[src/lbus_pkg.sv]
// Shared types and constants for the local bus strobe and queue status block.
// Assumes a single 250 MHz clock domain; no software-visible registers.
package lbus_pkg;

  // ==========================================================================
  // Timing
  // ==========================================================================
  localparam real CLK_PERIOD_NS = 4.0;

  // ==========================================================================
  // Byte-lane encodings on {upper_byte_enable_n, address_bit_zero}
  // ==========================================================================
  localparam logic [1:0] LANE_WORD    = 2'h0;
  localparam logic [1:0] LANE_UPPER   = 2'h1;
  localparam logic [1:0] LANE_LOWER   = 2'h2;
  localparam logic [1:0] LANE_REFRESH = 2'h3;

  // ==========================================================================
  // Queue status encodings {hi, lo}
  // ==========================================================================
  localparam logic [1:0] QS_NONE  = 2'h0;
  localparam logic [1:0] QS_FIRST = 2'h1;
  localparam logic [1:0] QS_EMPTY = 2'h2;
  localparam logic [1:0] QS_NEXT  = 2'h3;

  typedef enum logic [2:0] {
    ST_IDLE = 3'h0,
    ST_T1   = 3'h1,
    ST_T2   = 3'h2,
    ST_T3   = 3'h3,
    ST_TW   = 3'h4,
    ST_T4   = 3'h5
  } bus_state_t;

  typedef enum logic [1:0] {
    XFER_WORD  = 2'h0,
    XFER_UPPER = 2'h1,
    XFER_LOWER = 2'h2
  } xfer_size_t;

  // Cycle request from the core side.
  typedef struct packed {
    logic       valid;
    logic       write;
    logic       refresh;
    xfer_size_t size;
  } cycle_req_t;

  // Queue event from the instruction side.
  typedef struct packed {
    logic first_byte;
    logic next_byte;
    logic flush;
  } queue_evt_t;

endpackage : lbus_pkg

[src/ready_sync.sv]
// Ready input conditioning for the local bus.
// Assumes async_ready may rise at any time and falls in step with the clock.
`timescale 1ns/1ps
module ready_sync
  import lbus_pkg::*;
(
  input  wire logic sys_clk,
  input  wire logic rst_n,
  input  wire logic async_ready,
  input  wire logic sync_ready,
  output logic      ready
);

  logic async_meta_reg;
  logic async_sync_reg;
  logic sync_reg;
  logic ready_next;

  always_comb begin
    ready_next = async_sync_reg | sync_reg;
  end

  always_ff @(posedge sys_clk or negedge rst_n) begin
    if (!rst_n) begin
      async_meta_reg <= 1'b0;
      async_sync_reg <= 1'b0;
      sync_reg       <= 1'b0;
    end else begin
      async_meta_reg <= async_ready;
      async_sync_reg <= async_meta_reg;
      sync_reg       <= sync_ready;
    end
  end

  // Combined ready: either input ends the wait, a held-high input never waits.
  assign ready = ready_next;

endmodule : ready_sync

[src/lbus_ctrl.sv]
// Local bus strobe, byte lane, refresh and queue status generation.
// Assumes the core issues one cycle request at a time and pins are sampled here.
`timescale 1ns/1ps
module lbus_ctrl
  import lbus_pkg::*;
#(
  parameter bit BYTE_BUS = 1'b0
)(
  input  wire logic       sys_clk,
  input  wire logic       nrst,
  input  wire cycle_req_t cycle_req,
  input  wire queue_evt_t queue_evt,
  input  wire logic       enhanced_mode,
  input  wire logic       read_strobe_in,
  input  wire logic       async_ready,
  input  wire logic       sync_ready,
  output logic            cycle_done,
  output logic            upper_byte_enable_n,
  output logic            address_bit_zero,
  output logic            ad_bus_oe,
  output logic            ale_qs_lo,
  output logic            wr_qs_hi,
  output logic            read_strobe_n,
  output logic            read_strobe_oe,
  output logic            queue_mode
);

  // ==========================================================================
  // Reset release and pin synchronisers
  // ==========================================================================
  logic rst_meta_reg;
  logic rst_n;
  logic rd_meta_reg;
  logic rd_sync_reg;
  logic ready;

  always_ff @(posedge sys_clk or negedge nrst) begin
    if (!nrst) begin
      rst_meta_reg <= 1'b0;
      rst_n        <= 1'b0;
    end else begin
      rst_meta_reg <= 1'b1;
      rst_n        <= rst_meta_reg;
    end
  end

  always_ff @(posedge sys_clk or negedge rst_n) begin
    if (!rst_n) begin
      rd_meta_reg <= 1'b1;
      rd_sync_reg <= 1'b1;
    end else begin
      rd_meta_reg <= read_strobe_in;
      rd_sync_reg <= rd_meta_reg;
    end
  end

  ready_sync u_ready (
    .sys_clk     (sys_clk),
    .rst_n       (rst_n),
    .async_ready (async_ready),
    .sync_ready  (sync_ready),
    .ready       (ready)
  );

  // ==========================================================================
  // Mode strap
  // ==========================================================================
  // The strap is caught once, after the synchroniser has settled on the pin.
  logic strap_done_reg;
  logic strap_done_next;
  logic queue_mode_reg;
  logic queue_mode_next;
  logic [1:0] strap_cnt_reg;
  logic [1:0] strap_cnt_next;

  always_comb begin
    strap_done_next = strap_done_reg;
    queue_mode_next = queue_mode_reg;
    strap_cnt_next  = strap_cnt_reg;
    if (!strap_done_reg) begin
      if (strap_cnt_reg == 2'h2) begin
        strap_done_next = 1'b1;
        queue_mode_next = ~rd_sync_reg;
      end else begin
        strap_cnt_next = strap_cnt_reg + 2'h1;
      end
    end
  end

  always_ff @(posedge sys_clk or negedge rst_n) begin
    if (!rst_n) begin
      strap_done_reg <= 1'b0;
      queue_mode_reg <= 1'b0;
      strap_cnt_reg  <= 2'h0;
    end else begin
      strap_done_reg <= strap_done_next;
      queue_mode_reg <= queue_mode_next;
      strap_cnt_reg  <= strap_cnt_next;
    end
  end

  // ==========================================================================
  // Bus cycle sequencer
  // ==========================================================================
  function automatic logic [1:0] lane_code(input cycle_req_t r, input logic enh);
    if (r.refresh && enh) begin
      lane_code = LANE_REFRESH;
    end else begin
      unique case (r.size)
        XFER_WORD:  lane_code = LANE_WORD;
        XFER_UPPER: lane_code = LANE_UPPER;
        default:    lane_code = LANE_LOWER;
      endcase
    end
  endfunction : lane_code

  bus_state_t state_reg;
  bus_state_t state_next;
  cycle_req_t cur_reg;
  cycle_req_t cur_next;
  logic       ube_n_reg, ube_n_next;
  logic       a0_reg, a0_next;
  logic       ad_oe_reg, ad_oe_next;
  logic       ale_reg, ale_next;
  logic       wr_n_reg, wr_n_next;
  logic       rd_n_reg, rd_n_next;
  logic       done_reg, done_next;
  logic [1:0] qs_next;
  logic [1:0] lane;

  always_comb begin
    state_next = state_reg;
    cur_next   = cur_reg;
    ale_next   = 1'b0;
    wr_n_next  = 1'b1;
    rd_n_next  = 1'b1;
    ad_oe_next = 1'b0;
    done_next  = 1'b0;
    ube_n_next = ube_n_reg;
    a0_next    = a0_reg;
    lane       = lane_code(cur_reg, enhanced_mode);
    unique case (state_reg)
      ST_IDLE: begin
        ube_n_next = 1'b1;
        if (cycle_req.valid && strap_done_reg) begin
          cur_next   = cycle_req;
          state_next = ST_T1;
          ale_next   = 1'b1;
          ad_oe_next = 1'b1;
          lane       = lane_code(cycle_req, enhanced_mode);
          if (BYTE_BUS) begin
            ube_n_next = ~cycle_req.refresh;
          end else begin
            ube_n_next = lane[1];
          end
          a0_next = lane[0];
        end
      end
      ST_T1: begin
        // Address leaves the bus here; read strobe falls one state later.
        state_next = ST_T2;
        ad_oe_next = cur_reg.write;
        wr_n_next  = ~cur_reg.write;
      end
      ST_T2, ST_T3, ST_TW: begin
        ad_oe_next = cur_reg.write;
        wr_n_next  = ~cur_reg.write;
        rd_n_next  = cur_reg.write | cur_reg.refresh;
        if (state_reg == ST_T2) begin
          state_next = ST_T3;
        end else if (ready) begin
          state_next = ST_T4;
          wr_n_next  = 1'b1;
          rd_n_next  = 1'b1;
          done_next  = 1'b1;
        end else begin
          state_next = ST_TW;
        end
      end
      ST_T4: begin
        state_next = ST_IDLE;
        ube_n_next = 1'b1;
      end
      default: state_next = ST_IDLE;
    endcase
  end

  // Queue status: next byte wins over first byte, flush wins over both.
  always_comb begin
    qs_next = QS_NONE;
    if (queue_evt.flush) begin
      qs_next = QS_EMPTY;
    end else if (queue_evt.next_byte) begin
      qs_next = QS_NEXT;
    end else if (queue_evt.first_byte) begin
      qs_next = QS_FIRST;
    end
  end

  always_ff @(posedge sys_clk or negedge rst_n) begin
    if (!rst_n) begin
      state_reg <= ST_IDLE;
      cur_reg   <= '0;
      ube_n_reg <= 1'b1;
      a0_reg    <= 1'b0;
      ad_oe_reg <= 1'b0;
      ale_reg   <= 1'b0;
      wr_n_reg  <= 1'b1;
      rd_n_reg  <= 1'b1;
      done_reg  <= 1'b0;
    end else begin
      state_reg <= state_next;
      cur_reg   <= cur_next;
      ube_n_reg <= ube_n_next;
      a0_reg    <= a0_next;
      ad_oe_reg <= ad_oe_next;
      ale_reg   <= ale_next;
      wr_n_reg  <= wr_n_next;
      rd_n_reg  <= rd_n_next;
      done_reg  <= done_next;
    end
  end

  // ==========================================================================
  // Pin outputs
  // ==========================================================================
  logic ale_out_reg;
  logic wr_out_reg, rd_oe_out_reg;

  always_ff @(posedge sys_clk or negedge rst_n) begin
    if (!rst_n) begin
      ale_out_reg <= 1'b0;
      wr_out_reg  <= 1'b1;
      rd_oe_out_reg <= 1'b0;
    end else begin
      ale_out_reg <= queue_mode_next ? qs_next[0] : ale_next;
      wr_out_reg  <= queue_mode_next ? qs_next[1] : wr_n_next;
      rd_oe_out_reg <= strap_done_next & ~queue_mode_next;
    end
  end

  assign ale_qs_lo           = ale_out_reg;
  assign wr_qs_hi            = wr_out_reg;
  assign upper_byte_enable_n = ube_n_reg;
  assign address_bit_zero    = a0_reg;
  assign ad_bus_oe           = ad_oe_reg;
  assign read_strobe_n       = rd_n_reg;
  assign read_strobe_oe      = rd_oe_out_reg;
  assign queue_mode          = queue_mode_reg;
  assign cycle_done          = done_reg;
endmodule : lbus_ctrl

[config.mk]
export PLATFORM = sky130hd
export DESIGN_NAME = lbus_ctrl
export DESIGN_NICKNAME = d
export VERILOG_FILES = /design/src/lbus_pkg.sv /design/src/ready_sync.sv /design/src/lbus_ctrl.sv
export SDC_FILE = /design/constraint.sdc
export NUM_CORES = 1
export LEC_CHECK = 0
export BUFFER_PORTS_ARGS = -buffer_cell sky130_fd_sc_hd__buf_2
export CAP_MARGIN = 15
export CORE_MARGIN = 2
export CORE_UTILIZATION = 30
export CTS_CLUSTER_SIZE = 14
export DETAILED_ROUTE_END_ITERATION = 7
export PLACE_DENSITY_LB_ADDON = 0.12
export SLEW_MARGIN = 20
export SYNTH_ARGS = -nofsm -noshare
export SYNTH_HDL_FRONTEND = slang
export SYNTH_SLANG_ARGS = --single-unit
export TNS_END_PERCENT = 5
[constraint.sdc]
create_clock -name sys_clk -period 0.85 [get_ports sys_clk]
set_input_delay 0.085 -clock sys_clk [delete_from_list [all_inputs] [get_ports sys_clk]]
set_output_delay 0.085 -clock sys_clk [all_outputs]
set_load 0.1 [all_outputs]
==> qor.log <==
INFO  outcome        run_status=complete, but fails checks
INFO  outcome        violations=setup timing
INFO  cts            worst_setup_hold_path_clk_slew=0.13ns
INFO  grt            grt-ovfl-total=0
INFO  power_and_ir_drop power_switching_share=0.397
INFO  min_path       min_from=cycle_req[2]
INFO  drt            drt_wl_total=1.88mm
INFO  finish         final_design_area_no_fill=1610µm²
INFO  synthesis      synth_area_leader_cell=sky130_fd_sc_hd__dfrtp_1
INFO  synthesis      proportion_of_netlist_area_held_by_the_largest_area_contributor=0.487
INFO  synthesis      yosysMostFrequentCell=sky130_fd_sc_hd__dfrtp_1
INFO  synthesis      mappedNetlistArea=976µm²
INFO  setup_path     crit_start=state_reg[2]
INFO  setup_path     timing.critical_path.to_type=flop
INFO  timing         final.period_utilization=1.63
INFO  drt            post_drt_wl_per_cell=10.7µm
INFO  timing         timing.final.crit_period=1.38ns
INFO  power_and_ir_drop comb_power_share=0.526
INFO  drt            route.antenna.remaining_nets=0
INFO  setup_path     timing.critical_path.slowest_cell_delay=0.43ns
INFO  synthesis      seq_area_frac_synth=0.622
INFO  finish         flow.area_growth_from_synthesis=65.1%
INFO  floorplan      top_level_ports=23
INFO  grt            grt_max_degree=23
INFO  finish         fin_cells=175
INFO  power_and_ir_drop p_clk_frac=0.158
INFO  synthesis      postSynthCellCount=79
INFO  timing         clock.fmax=0.723GHz
INFO  drt            detail_route.drc_violations=0
INFO  power_and_ir_drop power_switching=2.08mW
INFO  synthesis      postSynthNetCount=94
INFO  floorplan      floorplan.initialDensity=0.317
INFO  setup_path     required=1.07ns
INFO  floorplan      floorplan.die_area=3730µm²
INFO  grt            grt_most_used_layer=met2
INFO  setup_path     cpLargestDelayFamily=simple AND/OR/NAND/NOR gates
INFO  drt            vias_per_cell=4.33
INFO  placed_design  gp_routability_congestion=0.703
INFO  finish         largest_register_ff_count=3
INFO  timing         timing_max_transition_violations_final=0
INFO  timing         layout_setup_ws=-0.534ns
INFO  grt            met2_track_utilization_from_global_routing=0.214
INFO  cts            post-cts-setup-buffers=0
INFO  placed_design  place_inst=166
INFO  cts            cts_num_sinks=24
INFO  synthesis      ys_async_sr_fraction=1.00
INFO  min_path       hold_path.class=in -> reg
INFO  floorplan      rows=20
INFO  timing         finalClockSkew=0.00106ns
INFO  cts            worst_skew_pair.late_latency=0.31ns
INFO  synthesis      ys_types=32
INFO  power_and_ir_drop worst_ir_drop_vdd=0.917mV
INFO  cts            cts_tree=built
INFO  setup_path     timing.critical_path.fanout_max=3
INFO  grt            antenna_found_initial=0
INFO  grt            grt_pass1_vias=802
INFO  setup_path     regToRegStartpoint=state_reg[2]
INFO  setup_path     criticalPathCategory=reg -> reg
INFO  timing         fin_hold_ws=0.0123ns
INFO  power_and_ir_drop cellLeakagePower=0.735nW
INFO  synthesis      synth-edff-count=0
INFO  timing         setup_viol=26
INFO  cts            clk_path_buf_depth=2
INFO  finish         antenna_cells_inserted=0
INFO  drt            detailroute.via_count=757
INFO  synthesis      yosysWarningCount=0
INFO  floorplan      dieHeight=61.0µm
INFO  power_and_ir_drop power_report.internal_total=3.17mW
INFO  finish         post_route_cells_drive_above_1_share=0.565
INFO  setup_path     worst_path_max_delay_cell=sky130_fd_sc_hd__dfrtp_1
INFO  power_and_ir_drop power_share_of_the_sequential_group=0.317
INFO  grt            grt_use_total=0.123
INFO  setup_path     crit_path_cell_trace=or3_4 -> nor2_4 -> mux2_4
INFO  placed_design  dpl.hpwl=1.36mm
INFO  placed_design  buffer_ports.inserted=22
INFO  grt            grt.met3_usage=0.0189
INFO  floorplan      die-width=61.0µm
INFO  synthesis      dominantRegCellSynth=sky130_fd_sc_hd__dfrtp_1
INFO  power_and_ir_drop pwr_density_cell=3260nW/µm²
INFO  power_and_ir_drop power=5.25mW
INFO  drt            detailedRoute.firstPassIterationCount=3
INFO  synthesis      synth_common_cells=sky130_fd_sc_hd__dfrtp_1, sky130_fd_sc_hd__nand2_1, sky130_fd_sc_hd__nor2_1, sky130_fd_sc_hd__dfstp_2
INFO  floorplan      core_area=3080µm²
INFO  finish         nNetsFinal=147
INFO  cts            cts_htree_levels=1
INFO  timing         tns=-8.01ns
INFO  setup_path     worst_ep_arrival_time=1.60ns
INFO  drt            drtIter0Drc=11
INFO  synthesis      yosys_register_bits=24
INFO  synthesis      postSynthAreaPerCell=12.4µm²
INFO  placed_design  placement.cell_area=1450µm²
INFO  grt            first_pass_grt_wire_length=3.37mm
INFO  timing         hold_viol_final=0
INFO  cts            cts_inserted_buffers=3
INFO  setup_path     cp-start-kind=flop
INFO  grt            grt_use_met1=0.147
INFO  synthesis      synth_top_area_cells=sky130_fd_sc_hd__dfrtp_1, sky130_fd_sc_hd__dfstp_2, sky130_fd_sc_hd__buf_6
INFO  job            timing.max_cap.violations=0
INFO  cts            cts_root_buf=sky130_fd_sc_hd__clkbuf_4
INFO  setup_path     timing.critical_path.buf_inv=0
INFO  timing         rsz0062_at_grt=true
## cells by family after synthesis
logic type               after synthesis  share of synthesized area
AO/OA/AOI/OAI                         15                     0.0987
XOR/XNOR                               2                     0.0180
adder cells (fa/ha/maj)                1                     0.0128
buffers and inverters                  7                     0.0462
flip-flops                            24                      0.622
multiplexers                           4                     0.0449
other                                  1                    0.00384
AND/OR/NAND/NOR                       25                      0.154
## cell type report
class	instances	area, µm²
Clock buffer	3	22.5
Clock inverter	1	30.0
Fill cell	280	1470
Inverter	4	15.0
Multi-Input combinational cell	48	385
Sequential cell	24	608
Tap cell	44	55.1
Timing Repair Buffer	51	495
## per-stage QoR
step | worst slack, ns | util
after floorplan | -0.563 | -
after global placement | -0.513 | 0.470
after detailed placement | -0.516 | 0.470
after CTS | -0.539 | 0.521
after global routing | -0.580 | 0.524
final | -0.534 | 0.524
## power groups by stage
stage | sequential (mW) | combinational (mW) | clock [mW]
6_report | 1.66 | 2.76 | 0.829
3_3_place_gp | 1.67 | 2.62 | 0
3_5_place_dp | 1.68 | 2.63 | 0
4_1_cts | 1.66 | 2.76 | 0.865
5_1_grt | 1.70 | 2.93 | 0.902
2_1_floorplan | 2.49 | 0.809 | 0
## per-layer routing
| metal | vias up | share of wire |
|---|---|---|
| met4 | 0 | 0.022 |
| met1 | 357 | 0.44 |
| li1 | 379 | - |
| met3 | 4 | 0.036 |
| met5 | - | 0 |
| met2 | 17 | 0.50 |
## timing repair
| action | CTS | global route |
|---|---|---|
| setup endpoints to repair | 26 | 26 |
| hold endpoints to repair | 6 | 0 |
| gates resized for setup | 14 | 3 |
| hold buffers | 5 | 0 |
| gates cloned | 0 | 0 |
| pin swaps | 3 | 1 |
## placed cells by master, fill, tap and decap left out, drive strengths merged, types with 2 or more instances in the layout
| cell type | instances |
|---|---|
| clkbuf | 3 |
| nand2b | 2 |
| nand3 | 2 |
| o22ai | 2 |
| dfrtp | 19 |
| nand2 | 6 |
| dfstp | 5 |
| dlygate4sd3 | 5 |
| o21ai | 5 |
| xnor2 | 2 |
| mux2 | 3 |
| a21oi | 4 |
| nor3 | 2 |
| nor2 | 7 |
| buf | 46 |
| inv | 4 |
## path summary, 6_finish.rpt
kind,to,slack [ns],cells past startpoint
setup reg to reg,cur_reg[3],-0.53,3
hold reg to reg,strap_cnt_reg[0],0.21,1
min in group asynchronous,rst_n,0.05,2
setup / recovery,cur_reg[3],-0.53,3
max in group asynchronous,upper_byte_enable_n,0.43,1
hold / removal,cur_reg[2],0.01,2
Power figures use the tool's default switching activity.
